<file path="config.mk">
export PLATFORM = sky130hd
export DESIGN_NAME = vop_channel_flat
export DESIGN_NICKNAME = d
export VERILOG_FILES = /design/src/include/vop_pkg.sv /design/src/include/vop_if.sv /design/src/rtl/vop_channel.sv /design/src/flat_wrapper.sv
export SDC_FILE = /design/constraint.sdc
export NUM_CORES = 1
export LEC_CHECK = 0
export BUFFER_PORTS_ARGS = -buffer_cell sky130_fd_sc_hd__buf_4
export CAP_MARGIN = 10
export CORE_ASPECT_RATIO = 0.8
export CORE_UTILIZATION = 55
export DETAILED_ROUTE_END_ITERATION = 10
export GPL_TIMING_DRIVEN = 0
export PLACE_DENSITY = 0.75
export SKIP_CTS_REPAIR_TIMING = 1
export SLEW_MARGIN = 40
export SYNTH_ARGS = -nofsm -noshare
export SYNTH_HDL_FRONTEND = slang
export SYNTH_SLANG_ARGS = --single-unit
</file>
<file path="constraint.sdc">
create_clock -name core_clk_in -period 4 [get_ports core_clk_in]
set_input_delay 0.8 -clock core_clk_in [delete_from_list [all_inputs] [get_ports core_clk_in]]
set_output_delay 0.8 -clock core_clk_in [all_outputs]
set_load 0.05 [all_outputs]
</file>
<file path="src/include/vop_pkg.sv">
// Package: register map, field positions, reset values and codes for the channel override block
package vop_pkg;

	// ----------------------------------------
	// Register offsets
	// ----------------------------------------
	localparam logic [7:0] REG_CAP_COUNT   = 8'h08;
	localparam logic [7:0] REG_OVERRIDE    = 8'h09;
	localparam logic [7:0] REG_PAT_CLK_EN  = 8'h0d;
	localparam logic [7:0] REG_SIG_DETECT  = 8'h14;
	localparam logic [7:0] REG_DIV_SELECT  = 8'h18;
	localparam logic [7:0] REG_CHARGE_PUMP = 8'h1b;
	localparam logic [7:0] REG_OUT_SELECT  = 8'h1e;
	localparam logic [7:0] REG_LOOP_DAC    = 8'h1f;
	localparam logic [7:0] REG_PAT_CONFIG  = 8'h30;
	// Controller command and status registers
	localparam logic [7:0] CMD_RATE        = 8'h40;
	localparam logic [7:0] CMD_STATUS      = 8'h41;
	localparam logic [7:0] CMD_PAT_LOW     = 8'h42;

	// ----------------------------------------
	// Field positions
	// ----------------------------------------
	localparam int OVR_CAP_BIT      = 7;
	localparam int OVR_LOOP_DAC_BIT = 6;
	localparam int OVR_MUX_BIT      = 5;
	localparam int OVR_QCLK_BIT     = 4;
	localparam int OVR_CP_BIT       = 3;
	localparam int OVR_DIV_BIT      = 2;
	localparam int PAT_CLK_EN_BIT   = 5;
	localparam int SD_FORCE_ON_BIT  = 7;
	localparam int SD_FORCE_OFF_BIT = 6;
	localparam int DIV_LSB          = 4;
	localparam int MUX_LSB          = 5;
	localparam int PAT_EN_BIT       = 4;
	localparam int PAT_LOAD_BIT     = 3;

	// ----------------------------------------
	// Reset values and codes
	// ----------------------------------------
	localparam logic [7:0] OVR_RESET      = 8'h00;
	localparam logic [7:0] REG_RESET      = 8'h00;
	localparam logic [7:0] OUT_SEL_RESET  = 8'he0;
	localparam logic [7:0] CP_RESET       = 8'h03;
	localparam logic [2:0] DIV_MAX_CODE   = 3'h4;
	localparam logic [1:0] PAT_CODE_9     = 2'h0;
	localparam logic [1:0] PAT_CODE_31    = 2'h2;
	localparam logic [2:0] MUX_RAW        = 3'h0;
	localparam logic [2:0] MUX_RETIMED    = 3'h1;
	localparam logic [2:0] MUX_PATTERN    = 3'h4;
	localparam logic [2:0] MUX_MUTE       = 3'h7;
	localparam logic [7:0] SEED_ALL_ONES  = 8'hff;
	localparam logic [4:0] CAP_START      = 5'h08;
	localparam logic [4:0] DAC_START      = 5'h12;

endpackage

</file>
<file path="src/include/vop_if.sv">
// Interface: configuration port between controller and channel
interface vop_if;
	logic       wr_en;
	logic       rd_en;
	logic [7:0] addr;
	logic [7:0] wdata;
	logic [7:0] rdata;

	modport channel (input wr_en, input rd_en, input addr, input wdata, output rdata);
	modport ctrl    (output wr_en, output rd_en, output addr, output wdata, input rdata);
endinterface

</file>
<file path="src/rtl/vop_channel.sv">
// Channel end: override registers, divider choice, pattern generator and output select
module vop_channel (
	input  wire logic         core_clk_in,
	input  wire logic         reset_in,
	vop_if.channel            cfg,
	input  wire logic [2:0]   auto_div_code_in,
	input  wire logic [4:0]   auto_cap_count_in,
	input  wire logic         signal_present_in,
	input  wire logic         cdr_locked_in,
	input  wire logic         raw_data_in,
	input  wire logic         retimed_data_in,
	output logic [2:0]        vco_div_code_out,
	output logic [4:0]        vco_cap_count_out,
	output logic [4:0]        loop_filter_voltage_source_out,
	output logic              loop_dac_enable_out,
	output logic              charge_pump_enable_out,
	output logic              channel_enable_out,
	output logic              serial_out,
	output logic              pattern_bit_out
);
	import vop_pkg::*;

	// ----------------------------------------
	// State
	// ----------------------------------------
	typedef struct packed {
		logic [7:0]  cap;
		logic [7:0]  ovr;
		logic [7:0]  pclk;
		logic [7:0]  sd;
		logic [7:0]  div;
		logic [7:0]  cp;
		logic [7:0]  osel;
		logic [7:0]  dac;
		logic [7:0]  pcfg;
		logic [7:0]  rdata;
		logic [30:0] lfsr;
		logic        sig_m;
		logic        sig_s;
		logic        lock_m;
		logic        lock_s;
		logic        raw_m;
		logic        raw_s;
		logic        ret_m;
		logic        ret_s;
		logic [2:0]  div_o;
		logic [4:0]  cap_o;
		logic [4:0]  dac_o;
		logic        dac_en_o;
		logic        cp_en_o;
		logic        ch_en_o;
		logic        ser_o;
		logic        pat_o;
	} vop_ch_state_t;

	vop_ch_state_t st_q;
	vop_ch_state_t st_d;
	logic          fb;
	logic [2:0]    mux;
	logic          ch_en;

	always_comb begin
		st_d = st_q;
		fb = 1'b0;
		mux = MUX_MUTE;
		ch_en = 1'b0;
		// Two-stage synchronisers on the signal, lock, raw and retimed inputs; divider and cap inputs are not synchronised
		st_d.sig_m  = signal_present_in;
		st_d.sig_s  = st_q.sig_m;
		st_d.lock_m = cdr_locked_in;
		st_d.lock_s = st_q.lock_m;
		st_d.raw_m  = raw_data_in;
		st_d.raw_s  = st_q.raw_m;
		st_d.ret_m  = retimed_data_in;
		st_d.ret_s  = st_q.ret_m;

		// ----------------------------------------
		// Register writes
		// ----------------------------------------
		// Whole byte per write
		if (cfg.wr_en) begin
			unique case (cfg.addr)
				REG_CAP_COUNT:   st_d.cap = cfg.wdata;
				REG_OVERRIDE:    st_d.ovr = cfg.wdata;
				REG_PAT_CLK_EN:  st_d.pclk = cfg.wdata;
				REG_SIG_DETECT:  st_d.sd = cfg.wdata;
				REG_DIV_SELECT:  st_d.div = cfg.wdata;
				REG_CHARGE_PUMP: st_d.cp = cfg.wdata;
				REG_OUT_SELECT:  st_d.osel = cfg.wdata;
				REG_LOOP_DAC:    st_d.dac = cfg.wdata;
				REG_PAT_CONFIG:  st_d.pcfg = cfg.wdata;
				default:         st_d.cap = st_q.cap;
			endcase
		end
		// Override bits read back as written
		st_d.rdata = 8'h00;
		if (cfg.rd_en) begin
			unique case (cfg.addr)
				REG_CAP_COUNT:   st_d.rdata = st_q.cap;
				REG_OVERRIDE:    st_d.rdata = st_q.ovr;
				REG_PAT_CLK_EN:  st_d.rdata = st_q.pclk;
				REG_SIG_DETECT:  st_d.rdata = st_q.sd;
				REG_DIV_SELECT:  st_d.rdata = st_q.div;
				REG_CHARGE_PUMP: st_d.rdata = st_q.cp;
				REG_OUT_SELECT:  st_d.rdata = st_q.osel;
				REG_LOOP_DAC:    st_d.rdata = st_q.dac;
				REG_PAT_CONFIG:  st_d.rdata = st_q.pcfg;
				default:         st_d.rdata = 8'h00;
			endcase
		end

		// ----------------------------------------
		// Loop and VCO controls
		// ----------------------------------------
		// Automatic divider choice
		st_d.div_o = (auto_div_code_in > DIV_MAX_CODE) ? DIV_MAX_CODE : auto_div_code_in;
		if (st_q.ovr[OVR_DIV_BIT]) begin
			// Codes above four clamp to four
			st_d.div_o = (st_q.div[DIV_LSB +: 3] > DIV_MAX_CODE) ? DIV_MAX_CODE
				: st_q.div[DIV_LSB +: 3];
		end
		st_d.cap_o = st_q.ovr[OVR_CAP_BIT] ? st_q.cap[4:0] : auto_cap_count_in;
		st_d.dac_en_o = st_q.ovr[OVR_LOOP_DAC_BIT];
		st_d.dac_o = st_q.dac[4:0];
		st_d.cp_en_o = !(st_q.ovr[OVR_CP_BIT] && st_q.cp[1:0] == 2'h0);

		// ----------------------------------------
		// Channel enable and output select
		// ----------------------------------------
		// Off without signal; forced on, but force-off wins when both bits are set
		ch_en = st_q.sd[SD_FORCE_ON_BIT] && !st_q.sd[SD_FORCE_OFF_BIT] ? 1'b1
			: (st_q.sd[SD_FORCE_OFF_BIT] ? 1'b0 : st_q.sig_s);
		st_d.ch_en_o = ch_en;
		if (st_q.ovr[OVR_MUX_BIT])
			mux = st_q.osel[MUX_LSB +: 3];
		else if (st_q.lock_s)
			mux = MUX_RETIMED;
		else
			mux = st_q.osel[MUX_LSB +: 3];
		st_d.ser_o = 1'b0;
		if (ch_en) begin
			unique case (mux)
				MUX_RAW:     st_d.ser_o = st_q.raw_s;
				MUX_RETIMED: st_d.ser_o = st_q.ret_s;
				MUX_PATTERN: st_d.ser_o = st_q.pat_o;
				default:     st_d.ser_o = 1'b0;
			endcase
		end

		// ----------------------------------------
		// Pattern generator
		// ----------------------------------------
		// Pattern length feedback
		fb = (st_q.pcfg[1:0] == PAT_CODE_31) ? (st_q.lfsr[30] ^ st_q.lfsr[27])
			: (st_q.lfsr[8] ^ st_q.lfsr[4]);
		if (!st_q.osel[PAT_EN_BIT] || !st_q.pcfg[PAT_LOAD_BIT]) begin
			st_d.lfsr = {23'h7fffff, SEED_ALL_ONES};
		end else if (st_q.pclk[PAT_CLK_EN_BIT]) begin
			st_d.lfsr = {st_q.lfsr[29:0], fb};
		end
		st_d.pat_o = st_q.osel[PAT_EN_BIT] && st_q.pcfg[PAT_LOAD_BIT]
			&& st_q.pclk[PAT_CLK_EN_BIT] ? fb : 1'b0;
	end

	always_ff @(posedge core_clk_in) begin
		if (reset_in) begin
			st_q <= '0;
			st_q.ovr <= OVR_RESET;
			st_q.osel <= OUT_SEL_RESET;
			st_q.cp <= CP_RESET;
			st_q.cp_en_o <= 1'b1;
			st_q.lfsr <= {23'h7fffff, SEED_ALL_ONES};
		end else begin
			st_q <= st_d;
		end
	end

	assign cfg.rdata = st_q.rdata;
	assign vco_div_code_out = st_q.div_o;
	assign vco_cap_count_out = st_q.cap_o;
	assign loop_filter_voltage_source_out = st_q.dac_o;
	assign loop_dac_enable_out = st_q.dac_en_o;
	assign charge_pump_enable_out = st_q.cp_en_o;
	assign channel_enable_out = st_q.ch_en_o;
	assign serial_out = st_q.ser_o;
	assign pattern_bit_out = st_q.pat_o;
endmodule

</file>
<file path="src/flat_wrapper.sv">
// flat-port wrapper written by rule: the top's interface ports become plain ports
module vop_channel_flat import vop_pkg::*;
  (core_clk_in, reset_in, auto_div_code_in, auto_cap_count_in, signal_present_in, cdr_locked_in, raw_data_in, retimed_data_in, vco_div_code_out, vco_cap_count_out, loop_filter_voltage_source_out, loop_dac_enable_out, charge_pump_enable_out, channel_enable_out, serial_out, pattern_bit_out, cfg_wr_en, cfg_rd_en, cfg_addr, cfg_wdata, cfg_rdata);
  vop_if cfg_i ();
  input  wire logic core_clk_in;
  input  wire logic reset_in;
  input  wire logic [2:0] auto_div_code_in;
  input  wire logic [4:0] auto_cap_count_in;
  input  wire logic signal_present_in;
  input  wire logic cdr_locked_in;
  input  wire logic raw_data_in;
  input  wire logic retimed_data_in;
  output logic [2:0] vco_div_code_out;
  output logic [4:0] vco_cap_count_out;
  output logic [4:0] loop_filter_voltage_source_out;
  output logic loop_dac_enable_out;
  output logic charge_pump_enable_out;
  output logic channel_enable_out;
  output logic serial_out;
  output logic pattern_bit_out;
  input wire logic [$bits(cfg_i.wr_en)-1:0] cfg_wr_en;
  input wire logic [$bits(cfg_i.rd_en)-1:0] cfg_rd_en;
  input wire logic [$bits(cfg_i.addr)-1:0] cfg_addr;
  input wire logic [$bits(cfg_i.wdata)-1:0] cfg_wdata;
  output wire logic [$bits(cfg_i.rdata)-1:0] cfg_rdata;
  assign cfg_i.wr_en = cfg_wr_en;
  assign cfg_i.rd_en = cfg_rd_en;
  assign cfg_i.addr = cfg_addr;
  assign cfg_i.wdata = cfg_wdata;
  assign cfg_rdata = cfg_i.rdata;
  vop_channel u_core (.core_clk_in(core_clk_in), .reset_in(reset_in), .cfg(cfg_i), .auto_div_code_in(auto_div_code_in), .auto_cap_count_in(auto_cap_count_in), .signal_present_in(signal_present_in), .cdr_locked_in(cdr_locked_in), .raw_data_in(raw_data_in), .retimed_data_in(retimed_data_in), .vco_div_code_out(vco_div_code_out), .vco_cap_count_out(vco_cap_count_out), .loop_filter_voltage_source_out(loop_filter_voltage_source_out), .loop_dac_enable_out(loop_dac_enable_out), .charge_pump_enable_out(charge_pump_enable_out), .channel_enable_out(channel_enable_out), .serial_out(serial_out), .pattern_bit_out(pattern_bit_out));
endmodule
</file>
==> results, run 1 <==
- The die height is 93.0 um.
- The static leakage power is 2.54 nW.
- The slowest cell on the critical path is sky130_fd_sc_hd__buf_1.
- The layout-stage area growth over the synthesis result is 18.3%.
- Setup repair after global routing left no endpoint under its margin.
- The minimum clock period after layout is 2800 ps.
- The cell sitting at the root of the clock tree is a sky130_fd_sc_hd__clkbuf_16.
- The total nets after synthesis is 619.
- For this run, the share of the core covered by cells in the final layout is 68.3%.
- The count of cell types in the netlist is 44.
- The count of fill cells added during filler insertion is 774.
- The share of layout cells above drive strength 1 is 18.0%.
- For this block, the initial DRC count from the detailed router was 301.
- The cell count after placement is 769.
- The HPWL after detailed placement is 9550 um.
- The clock tree from TritonCTS is built.
- The class of the most critical setup path is primary input to flop.
- The final-report hold violation count is 0.
- After the flow finishes, the layout carries non-filler instances totaling 796.
- The combinational family with the most area after synthesis is multiplexers.
- In this run, CTS created clock tree buffers numbering 17.
- The detailed router placed 4,422 vias in this run.
- The max-cap violation count is 0.
- Power spread over the standard cell area amounts to 430 nW/um^2.
- The first global-routing pass estimated 21,700 um of wire.
- The footprint of the multi-input gates is 2580 um^2.
- After clock tree synthesis, the clock-pin slew on the worst setup and hold paths is 60 ps.
- After Yosys synthesis, and, or, nand and nor cells account for 17.6% of the synthesized area.
- The adder-cell share of the synthesized area is 0%.
- The pre-CTS setup slack is 859 ps.
- The type of element launching the critical path is a primary input.
- The number of pins with negative max-slew slack in the final report is 0.
- The largest net degree at the start of global routing is 17.
- The number of antenna violations at the first check in global routing is 0.
- Clock skew on the completed layout was measured at 5.12 ps.
- Setup violations remaining at the end of the flow were counted as 0.
- The average footprint of a synthesized cell is 9.69 um^2.
- The sequential cells in the finished layout cover a total of 2740 um^2.
- The fraction of the mapped netlist area in compound gates is 7.79%.
- The instance count of the mapped netlist is 587.
- The total routed wirelength is 13,700 um.
- The congestion estimate from routability-driven global placement came to 0.895.
- The most used flip-flop cell after synthesis is sky130_fd_sc_hd__dfxtp_1.
- The count of antenna-violating nets left after detailed routing is 0.
- The worst-case clock buffer depth is 2.
- Traced cell by cell, the critical path runs through buf_2 -> buf_1 -> clkbuf_1 -> mux2_2 -> a221oi_1 -> a21oi_1.
- In the post-route analysis, the smallest setup slack over all paths is 1200 ps.
- The relative slew slack is 47.0%.
- The number of global-route vias before repair is 4,233.
- The post-detailed-placement cell area is 6210 um^2.
- The run finished with clean final reports.
- At the worst endpoint, the arrival time is 3060 ps.
- During placement, the flow inserted port buffers numbering 46.
- The aggregate global-route resource usage is 27.2%.
- Synthesis inferred 137 register bits.
- After detailed routing, the number of vias per cell comes to 5.56.
- The final global-route overflow total is 0.
- The repair_antennas step left the layout with diodes totalling 0.
- Once the floorplan was initialized, standard cells occupied 57.7% of the core.
- The clock latency at the later pin of the worst-skew pair is 410 ps.
- For this run, asynchronously set or reset flops after synthesis account for 0%.
- The count of synthesis-stage warnings from yosys is 0.
- For this run, the register share of the synthesized area comes to 48.2%.
- The residual DRC count is 0.
- The maximum vdd drop is 0.315 mV.
- Adding up every negative setup slack in the final design gives 0 ps.
- In this run the number of H-tree levels came out at 4.
- The longest individual stage delay on the worst path is 580 ps.
- The multiplexer share of the synthesized area is 19.5%.
- The wire length per cell after detailed routing is 17.2 um.
- The net total in the final layout is 685.
- CTS saw 137 sinks.
- The highest fanout seen on the critical path is 10.
- The sort of element at the end of the critical path is a flop.
- The area of the core is 9850 um^2.
- The die is 116 um wide.
- The required time of the worst setup path is 4260 ps.
- The post-synthesis cell area is 5690 um^2.
- The die covers 10,800 um^2.
- Counting flops with a built-in enable in the synthesized netlist gives 0.
- The xor and xnor fraction of the mapped netlist area is 0.308%.
- The worst hold path class is flop to flop.
- The post-route cell area is 6730 um^2.
- At the pin with the least slew margin, the transition time is 786 ps.
- Pin placement for this block handled 58 I/O pins.
- The length of the first detailed-routing pass in iterations is 5.
- Timing would allow up to 357 MHz.
- The number of placement rows is 32.
- The portion of the clock cycle consumed by the worst path in the final layout is 70.0%.
## logic make-up (layout without fill, tap and decap cells)
group	Yosys count	count (layout)
AND/OR/NAND/NOR	202	202
flip-flops	137	137
multiplexers	109	109
buffers and inverters	73	146
AO/OA/AOI/OAI	64	64
XOR/XNOR	2	2
## Yosys cell counts (11+ instances only)
library cell               number  share of area [%]
sky130_fd_sc_hd__a22o_1        11                1.7
sky130_fd_sc_hd__mux2i_1       95                 17
sky130_fd_sc_hd__nor2b_1       23                2.5
sky130_fd_sc_hd__nand2_1       57                3.8
sky130_fd_sc_hd__nor3_1        11               0.97
sky130_fd_sc_hd__buf_4         22                2.9
sky130_fd_sc_hd__dfxtp_1      137                 48
sky130_fd_sc_hd__nand3_1       17                1.5
sky130_fd_sc_hd__mux2_2        14                2.8
sky130_fd_sc_hd__nor2_1        67                4.4
sky130_fd_sc_hd__a21oi_1       25                2.2
sky130_fd_sc_hd__clkbuf_1      32                2.1
## worst max-delay path: cells and delay by family
family          cells  cell delay [ps]
compound gates      2              550
buf+inv             3             1290
mux                 1              420
## stage by stage
step	power, W	hold WS, ps
floorplan	0.00150	414
CTS	0.00290	436
global route	0.00297	464
detailed placement	0.00155	424
finish	0.00289	432
global placement	0.00155	424
## cells in the final DEF, fill, tap and decap left out, types with 2 or more instances in the layout
| cell type | count |
|---|---|
| sky130_fd_sc_hd__a211o_1 | 5 |
| sky130_fd_sc_hd__a21oi_1 | 25 |
| sky130_fd_sc_hd__a221oi_1 | 8 |
| sky130_fd_sc_hd__a22o_1 | 11 |
| sky130_fd_sc_hd__a22oi_1 | 4 |
| sky130_fd_sc_hd__a31oi_1 | 2 |
| sky130_fd_sc_hd__and3_1 | 2 |
| sky130_fd_sc_hd__buf_1 | 8 |
| sky130_fd_sc_hd__buf_2 | 3 |
| sky130_fd_sc_hd__buf_4 | 69 |
| sky130_fd_sc_hd__buf_6 | 2 |
| sky130_fd_sc_hd__clkbuf_1 | 34 |
| sky130_fd_sc_hd__clkbuf_16 | 17 |
| sky130_fd_sc_hd__clkbuf_8 | 4 |
| sky130_fd_sc_hd__clkinvlp_4 | 2 |
| sky130_fd_sc_hd__dfxtp_1 | 137 |
| sky130_fd_sc_hd__inv_1 | 6 |
| sky130_fd_sc_hd__mux2_2 | 14 |
| sky130_fd_sc_hd__mux2i_1 | 95 |
| sky130_fd_sc_hd__nand2_1 | 57 |
| sky130_fd_sc_hd__nand2b_1 | 4 |
| sky130_fd_sc_hd__nand3_1 | 17 |
| sky130_fd_sc_hd__nand3b_1 | 3 |
| sky130_fd_sc_hd__nand4_1 | 3 |
| sky130_fd_sc_hd__nor2_1 | 67 |
| sky130_fd_sc_hd__nor2b_1 | 23 |
| sky130_fd_sc_hd__nor3_1 | 11 |
| sky130_fd_sc_hd__nor4_4 | 3 |
| sky130_fd_sc_hd__o21ai_0 | 3 |
| sky130_fd_sc_hd__or4_1 | 3 |
## flip-flops by register name, indices dropped and copies added, names as in the netlist
| register | count |
|---|---|
| u_core.st_d | 10 |
| u_core.serial_out | 1 |
| u_core.vco_cap_count_out | 5 |
| u_core.st_q | 101 |
| u_core.pattern_bit_out | 1 |
| u_core.channel_enable_out | 1 |
| u_core.cfg.rdata | 8 |
| u_core.vco_div_code_out | 3 |
| u_core.charge_pump_enable_out | 1 |
| u_core.loop_filter_voltage_source_out | 5 |
| u_core.loop_dac_enable_out | 1 |
## area by class of cell
type / count / share of cell area [%]
flip-flops and latches: 137 / 40.8
multi-input cells: 377 / 38.3
clock buffers: 23 / 7.26
repair buffers: 47 / 5.25
plain buffers: 67 / 5.25
well taps: 136 / 2.53
inverters: 6 / 0.335
clock inverters: 3 / 0.298
## routing by layer
| metal | part of all wire [%] | vias to the layer above | global-route usage [%] |
|---|---|---|---|
| met4 | 1.9 | 0 | 9.08 |
| met5 | 0 | - | 0 |
| met2 | 47 | 152 | 44.1 |
| met1 | 44 | 2110 | 35.6 |
| met3 | 6.9 | 28 | 6.41 |
| li1 | - | 2132 | - |
## report_power, final
part | internal (W) | switching [W] | total (W)
clock | 0.000834 | 0.000536 | 0.00137
combinational | 0.0000496 | 0.0000962 | 0.000146
sequential | 0.00137 | 0.00000262 | 0.00138
## final timing paths
kind | slack [ps] | end | cells after the start | from
setup / recovery | 1200 | u_core.cfg.rdata[6]$_SDFF_PP0_ | 6 | cfg_addr[2]
hold / removal | 430 | u_core.st_q[20]$_SDFF_PP0_ | 1 | u_core.st_d[20]$_SDFF_PP0_
setup reg to reg | 2290 | u_core.st_q[28]$_SDFFE_PP1P_ | 4 | u_core.st_q[118]$_SDFFE_PP0P_
hold reg to reg | 430 | u_core.st_q[20]$_SDFF_PP0_ | 1 | u_core.st_d[20]$_SDFF_PP0_
No activity file was read; power rests on OpenSTA's default activity.
==> inputs of run 2 (changes only) <==
--- a/config.mk
+++ b/config.mk
@@ -8,10 +8,10 @@
 export BUFFER_PORTS_ARGS = -buffer_cell sky130_fd_sc_hd__buf_4
 export CAP_MARGIN = 10
 export CORE_ASPECT_RATIO = 0.8
-export CORE_UTILIZATION = 55
+export CORE_UTILIZATION = 53
 export DETAILED_ROUTE_END_ITERATION = 10
 export GPL_TIMING_DRIVEN = 0
-export PLACE_DENSITY = 0.75
+export PLACE_DENSITY = 0.76
 export SKIP_CTS_REPAIR_TIMING = 1
 export SLEW_MARGIN = 40
 export SYNTH_ARGS = -nofsm -noshare
==> constraint.sdc (replaced) <==
create_clock -name core_clk_in -period 2.42 [get_ports core_clk_in]
set_input_delay 0.484 -clock core_clk_in [delete_from_list [all_inputs] [get_ports core_clk_in]]
set_output_delay 0.484 -clock core_clk_in [all_outputs]
set_load 0.05 [all_outputs]
==> run 2 against run 1 <==
Compared with the run above:
- non-clock buffer count is 2 lower
- global-route usage is 1.7 points lower
- via count is 0.25% higher
- worst hold slack worse by 150 ps
- routed wire length is 1.5% lower
- clock skew is 1.8 ps higher
- final area is 1.6% higher
- count of clock-buffer cells in the layout is 3 lower
- cell count is 1.0% higher
- combinational power is 66% higher
- utilization is 2.1 points lower
==> results, run 2 (synthesized netlist as in run 1, its figures left out) <==
- Status: finished, final reports clean (unchanged).
- RSZ-0062 raised after global routing: false (unchanged).
- The chip width was 118 um (was 116 um).
- The worst-case clock buffer depth is 2 (unchanged).
- The initial cell density of the core is 55.1% (was 57.7%).
- The layout-stage area growth over the synthesis result is 20.1% (was 18.3%).
- The worst setup skew after layout is 6.92 ps (was 5.12 ps).
- The clock latency at the later pin of the worst-skew pair is 420 ps (was 410 ps).
- The final count of negative-setup-slack endpoints is 0 (unchanged).
- The source of the worst register-to-register timing path was u_core.st_q[118]$_SDFFE_PP0P_ (unchanged).
- The final global-route overflow total is 0 (unchanged).
- The most flop-heavy register is u_core.st_q (unchanged).
- The clock tree from TritonCTS was built (unchanged).
- The number of placement rows is 33 (was 32).
- The aggregate global-route resource usage came to 25.5% (was 27.2%).
- The depth of the worst register-to-register path came to 4 (unchanged).
- The depth of the CTS H-tree is 4 (unchanged).
- The area of the core came to 10,300 um^2 (was 9850 um^2).
- The class of the most critical setup path is primary input to flop (unchanged).
- The most common library cell in the layout ignoring fill and taps is sky130_fd_sc_hd__dfxtp_1 (unchanged).
- The footprint of the multi-input gates is 2580 um^2 (unchanged).
- Most used cells in the layout excluding fill and tap cells: sky130_fd_sc_hd__dfxtp_1 (137), sky130_fd_sc_hd__mux2i_1 (95), sky130_fd_sc_hd__buf_4 (68) (was sky130_fd_sc_hd__dfxtp_1 (137), sky130_fd_sc_hd__mux2i_1 (95), sky130_fd_sc_hd__buf_4 (69)).
- The filler-free cell count of the finished design was 804 (was 796).
- Timing would allow up to 459 MHz.
- The die height was 94.7 um (was 93.0 um).
- The worst hold path class is primary input to flop (was flop to flop).
- The actual slew at the worst max-slew pin is 826 ps (was 786 ps).
- The cell count after placement is 773 (was 769).
- The largest net degree at the start of global routing is 17 (unchanged).
- The register-to-register setup slack came to 770 ps (was 2290 ps).
- The arrival time at the worst endpoint is 2480 ps (was 3060 ps).
- The clock transition time at the flip-flop clock pins of the worst setup and hold paths came to 60 ps (about the same).
- The max-cap violation count is 0 (unchanged).
- The sort of element at the end of the critical path was a flop (unchanged).
- The wire length per cell after detailed routing is 16.8 um (was 17.2 um).
- The length of the first detailed-routing pass in iterations is 5 (unchanged).
- The count of antenna-violating nets left after detailed routing is 0 (unchanged).
- The net total in the final layout is 683 (was 685).
- The number of pins with negative max-slew slack in the final report came to 0 (unchanged).
- The hold path depth came to 2 (was 1).
- The detailed router's first-iteration violation count came to 357 (was 301).
- The total routed wirelength was 13,500 um (was 13,700 um).
- The post-detailed-placement half-perimeter wirelength is 9340 um (was 9550 um).
- The vias per cell is 5.51 (was 5.56).
- The wire length of the first global-routing pass is 21,500 um (was 21,700 um).
- The power density over cell area is 765 nW/um^2 (was 430 nW/um^2).
- The type of element launching the critical path is a primary input (unchanged).
- The count of fill cells added during filler insertion is 834 (was 774).
- The required time of the worst setup path is 2720 ps (was 4260 ps).
- The setup TNS after final layout is 0 ps (unchanged).
- The terminus of the critical flop-to-flop path is u_core.st_q[32]$_SDFFE_PP1P_ (was u_core.st_q[28]$_SDFFE_PP1P_).
- The number of global-route vias before repair came to 4,219 (was 4,233).
- The number of input and output port buffers inserted is 46 (unchanged).
- The beginning of the critical path is cfg_addr[5] (was cfg_addr[2]).
- The start point of the worst hold path is raw_data_in (was u_core.st_d[20]$_SDFF_PP0_).
- The number of antenna violations at the first check in global routing is 0 (unchanged).
- The worst path needs 2180 ps of the cycle, external delays included.
- The endpoint of the worst hold-timing path is u_core.st_d[20]$_SDFF_PP0_ (was u_core.st_q[20]$_SDFF_PP0_).
- The flip-flop count of the largest register, all copies and words added came to 101 (unchanged).
- The area of all sequential standard cells is 2740 um^2 (unchanged).
- The total via count after detailed routing is 4,433 (was 4,422).
- The relative slew slack was 44.5% (was 47.0%).
- The number of CTS-inserted buffers is 17 (unchanged).
- The maximum vdd drop is 0.512 mV (was 0.315 mV).
- The boundary pin count is 58 (unchanged).
- The weighted congestion at the end of routability-driven global placement is 0.933 (was 0.895).
- The total clock sinks came to 137 (unchanged).
- The share of layout cells above drive strength 1 is 18.7% (was 18.0%).
- The static leakage power came to 2.59 nW (was 2.54 nW).
- The residual DRC count was 0 (unchanged).
- The final-report hold violation count is 0 (unchanged).
- The floorplan die area was 11,200 um^2 (was 10,800 um^2).
- The highest fanout seen on the critical path is 10 (unchanged).
- After layout, the worst path uses 90.0% of the clock period.
- The buffer type at the clock tree root is sky130_fd_sc_hd__clkbuf_16 (unchanged).
- The total inserted antenna cells is 0 (unchanged).
- The core occupancy in the finished layout came to 66.2% (was 68.3%).
-- run 2: changes by cell type in the layout (fill, tap and decap cells not counted), sizes merged --
cell | previous run | this run
buf | 82 | 80
bufinv | 0 | 4
clkinvlp | 2 | 1
clkbuf | 55 | 52
clkinv | 1 | 7
-- run 2: per-stage QoR --
stage	hold WS, ps	setup WS (ps)	area [um^2]	power (W)
finish	279	243	6830	0.00523
global route	280	180	6830	0.00537
CTS	275	161	6840	0.00524
detailed placement	426	-275	6210	0.00256
global placement	426	-338	6210	0.00256
floorplan	414	209	5690	0.00247
-- run 2: critical path, stage by stage --
cell	delay [ps]
sky130_fd_sc_hd__buf_4	140
sky130_fd_sc_hd__or4b_1	530
sky130_fd_sc_hd__clkbuf_1	200
sky130_fd_sc_hd__nor4_1	500
sky130_fd_sc_hd__buf_4	290
sky130_fd_sc_hd__nor2b_1	70
sky130_fd_sc_hd__a211o_1	270
-- run 2: how the worst max path moves through the flow --
stage,endpoint,depth (start not counted),slack (ps)
6_report,u_core.st_q[87]$_SDFFE_PP1P_,7,240
5_1_grt,u_core.cfg.rdata[2]$_SDFF_PP0_,6,180
4_1_cts,u_core.cfg.rdata[7]$_SDFF_PP0_,6,160
3_5_place_dp,u_core.cfg.rdata[7]$_SDFF_PP0_,6,-280
3_3_place_gp,u_core.cfg.rdata[7]$_SDFF_PP0_,6,-340
2_1_floorplan,u_core.st_q[101]$_SDFFE_PP0P_,7,210
-- run 2: area by class of cell --
type	instances	share of cell area (%)
Multi-Input combinational cell	377	37.7
Tap cell	140	2.56
Timing Repair Buffer	46	5.05
Inverter	6	0.330
Buffer	66	5.11
Clock inverter	12	2.55
Sequential cell	137	40.1
Clock buffer	20	6.54
-- run 2: power breakdown --
part,switching [W],internal [W]
clock network,0.000963,0.00175
logic,0.000160,0.0000817
registers,0.00000396,0.00227
total,0.00113,0.00410
-- run 2: metal layers --
metal / vias up / share of wire, % / track usage [%] / routed length [um]
met3: 35 / 7.1 / 6.16 / 961
met5: - / 0 / 2.23 / 0
met2: 155 / 46 / 41.7 / 6150
li1: 2130 / - / - / -
met1: 2113 / 45 / 32.2 / 6080
met4: 0 / 2.3 / 11.4 / 309
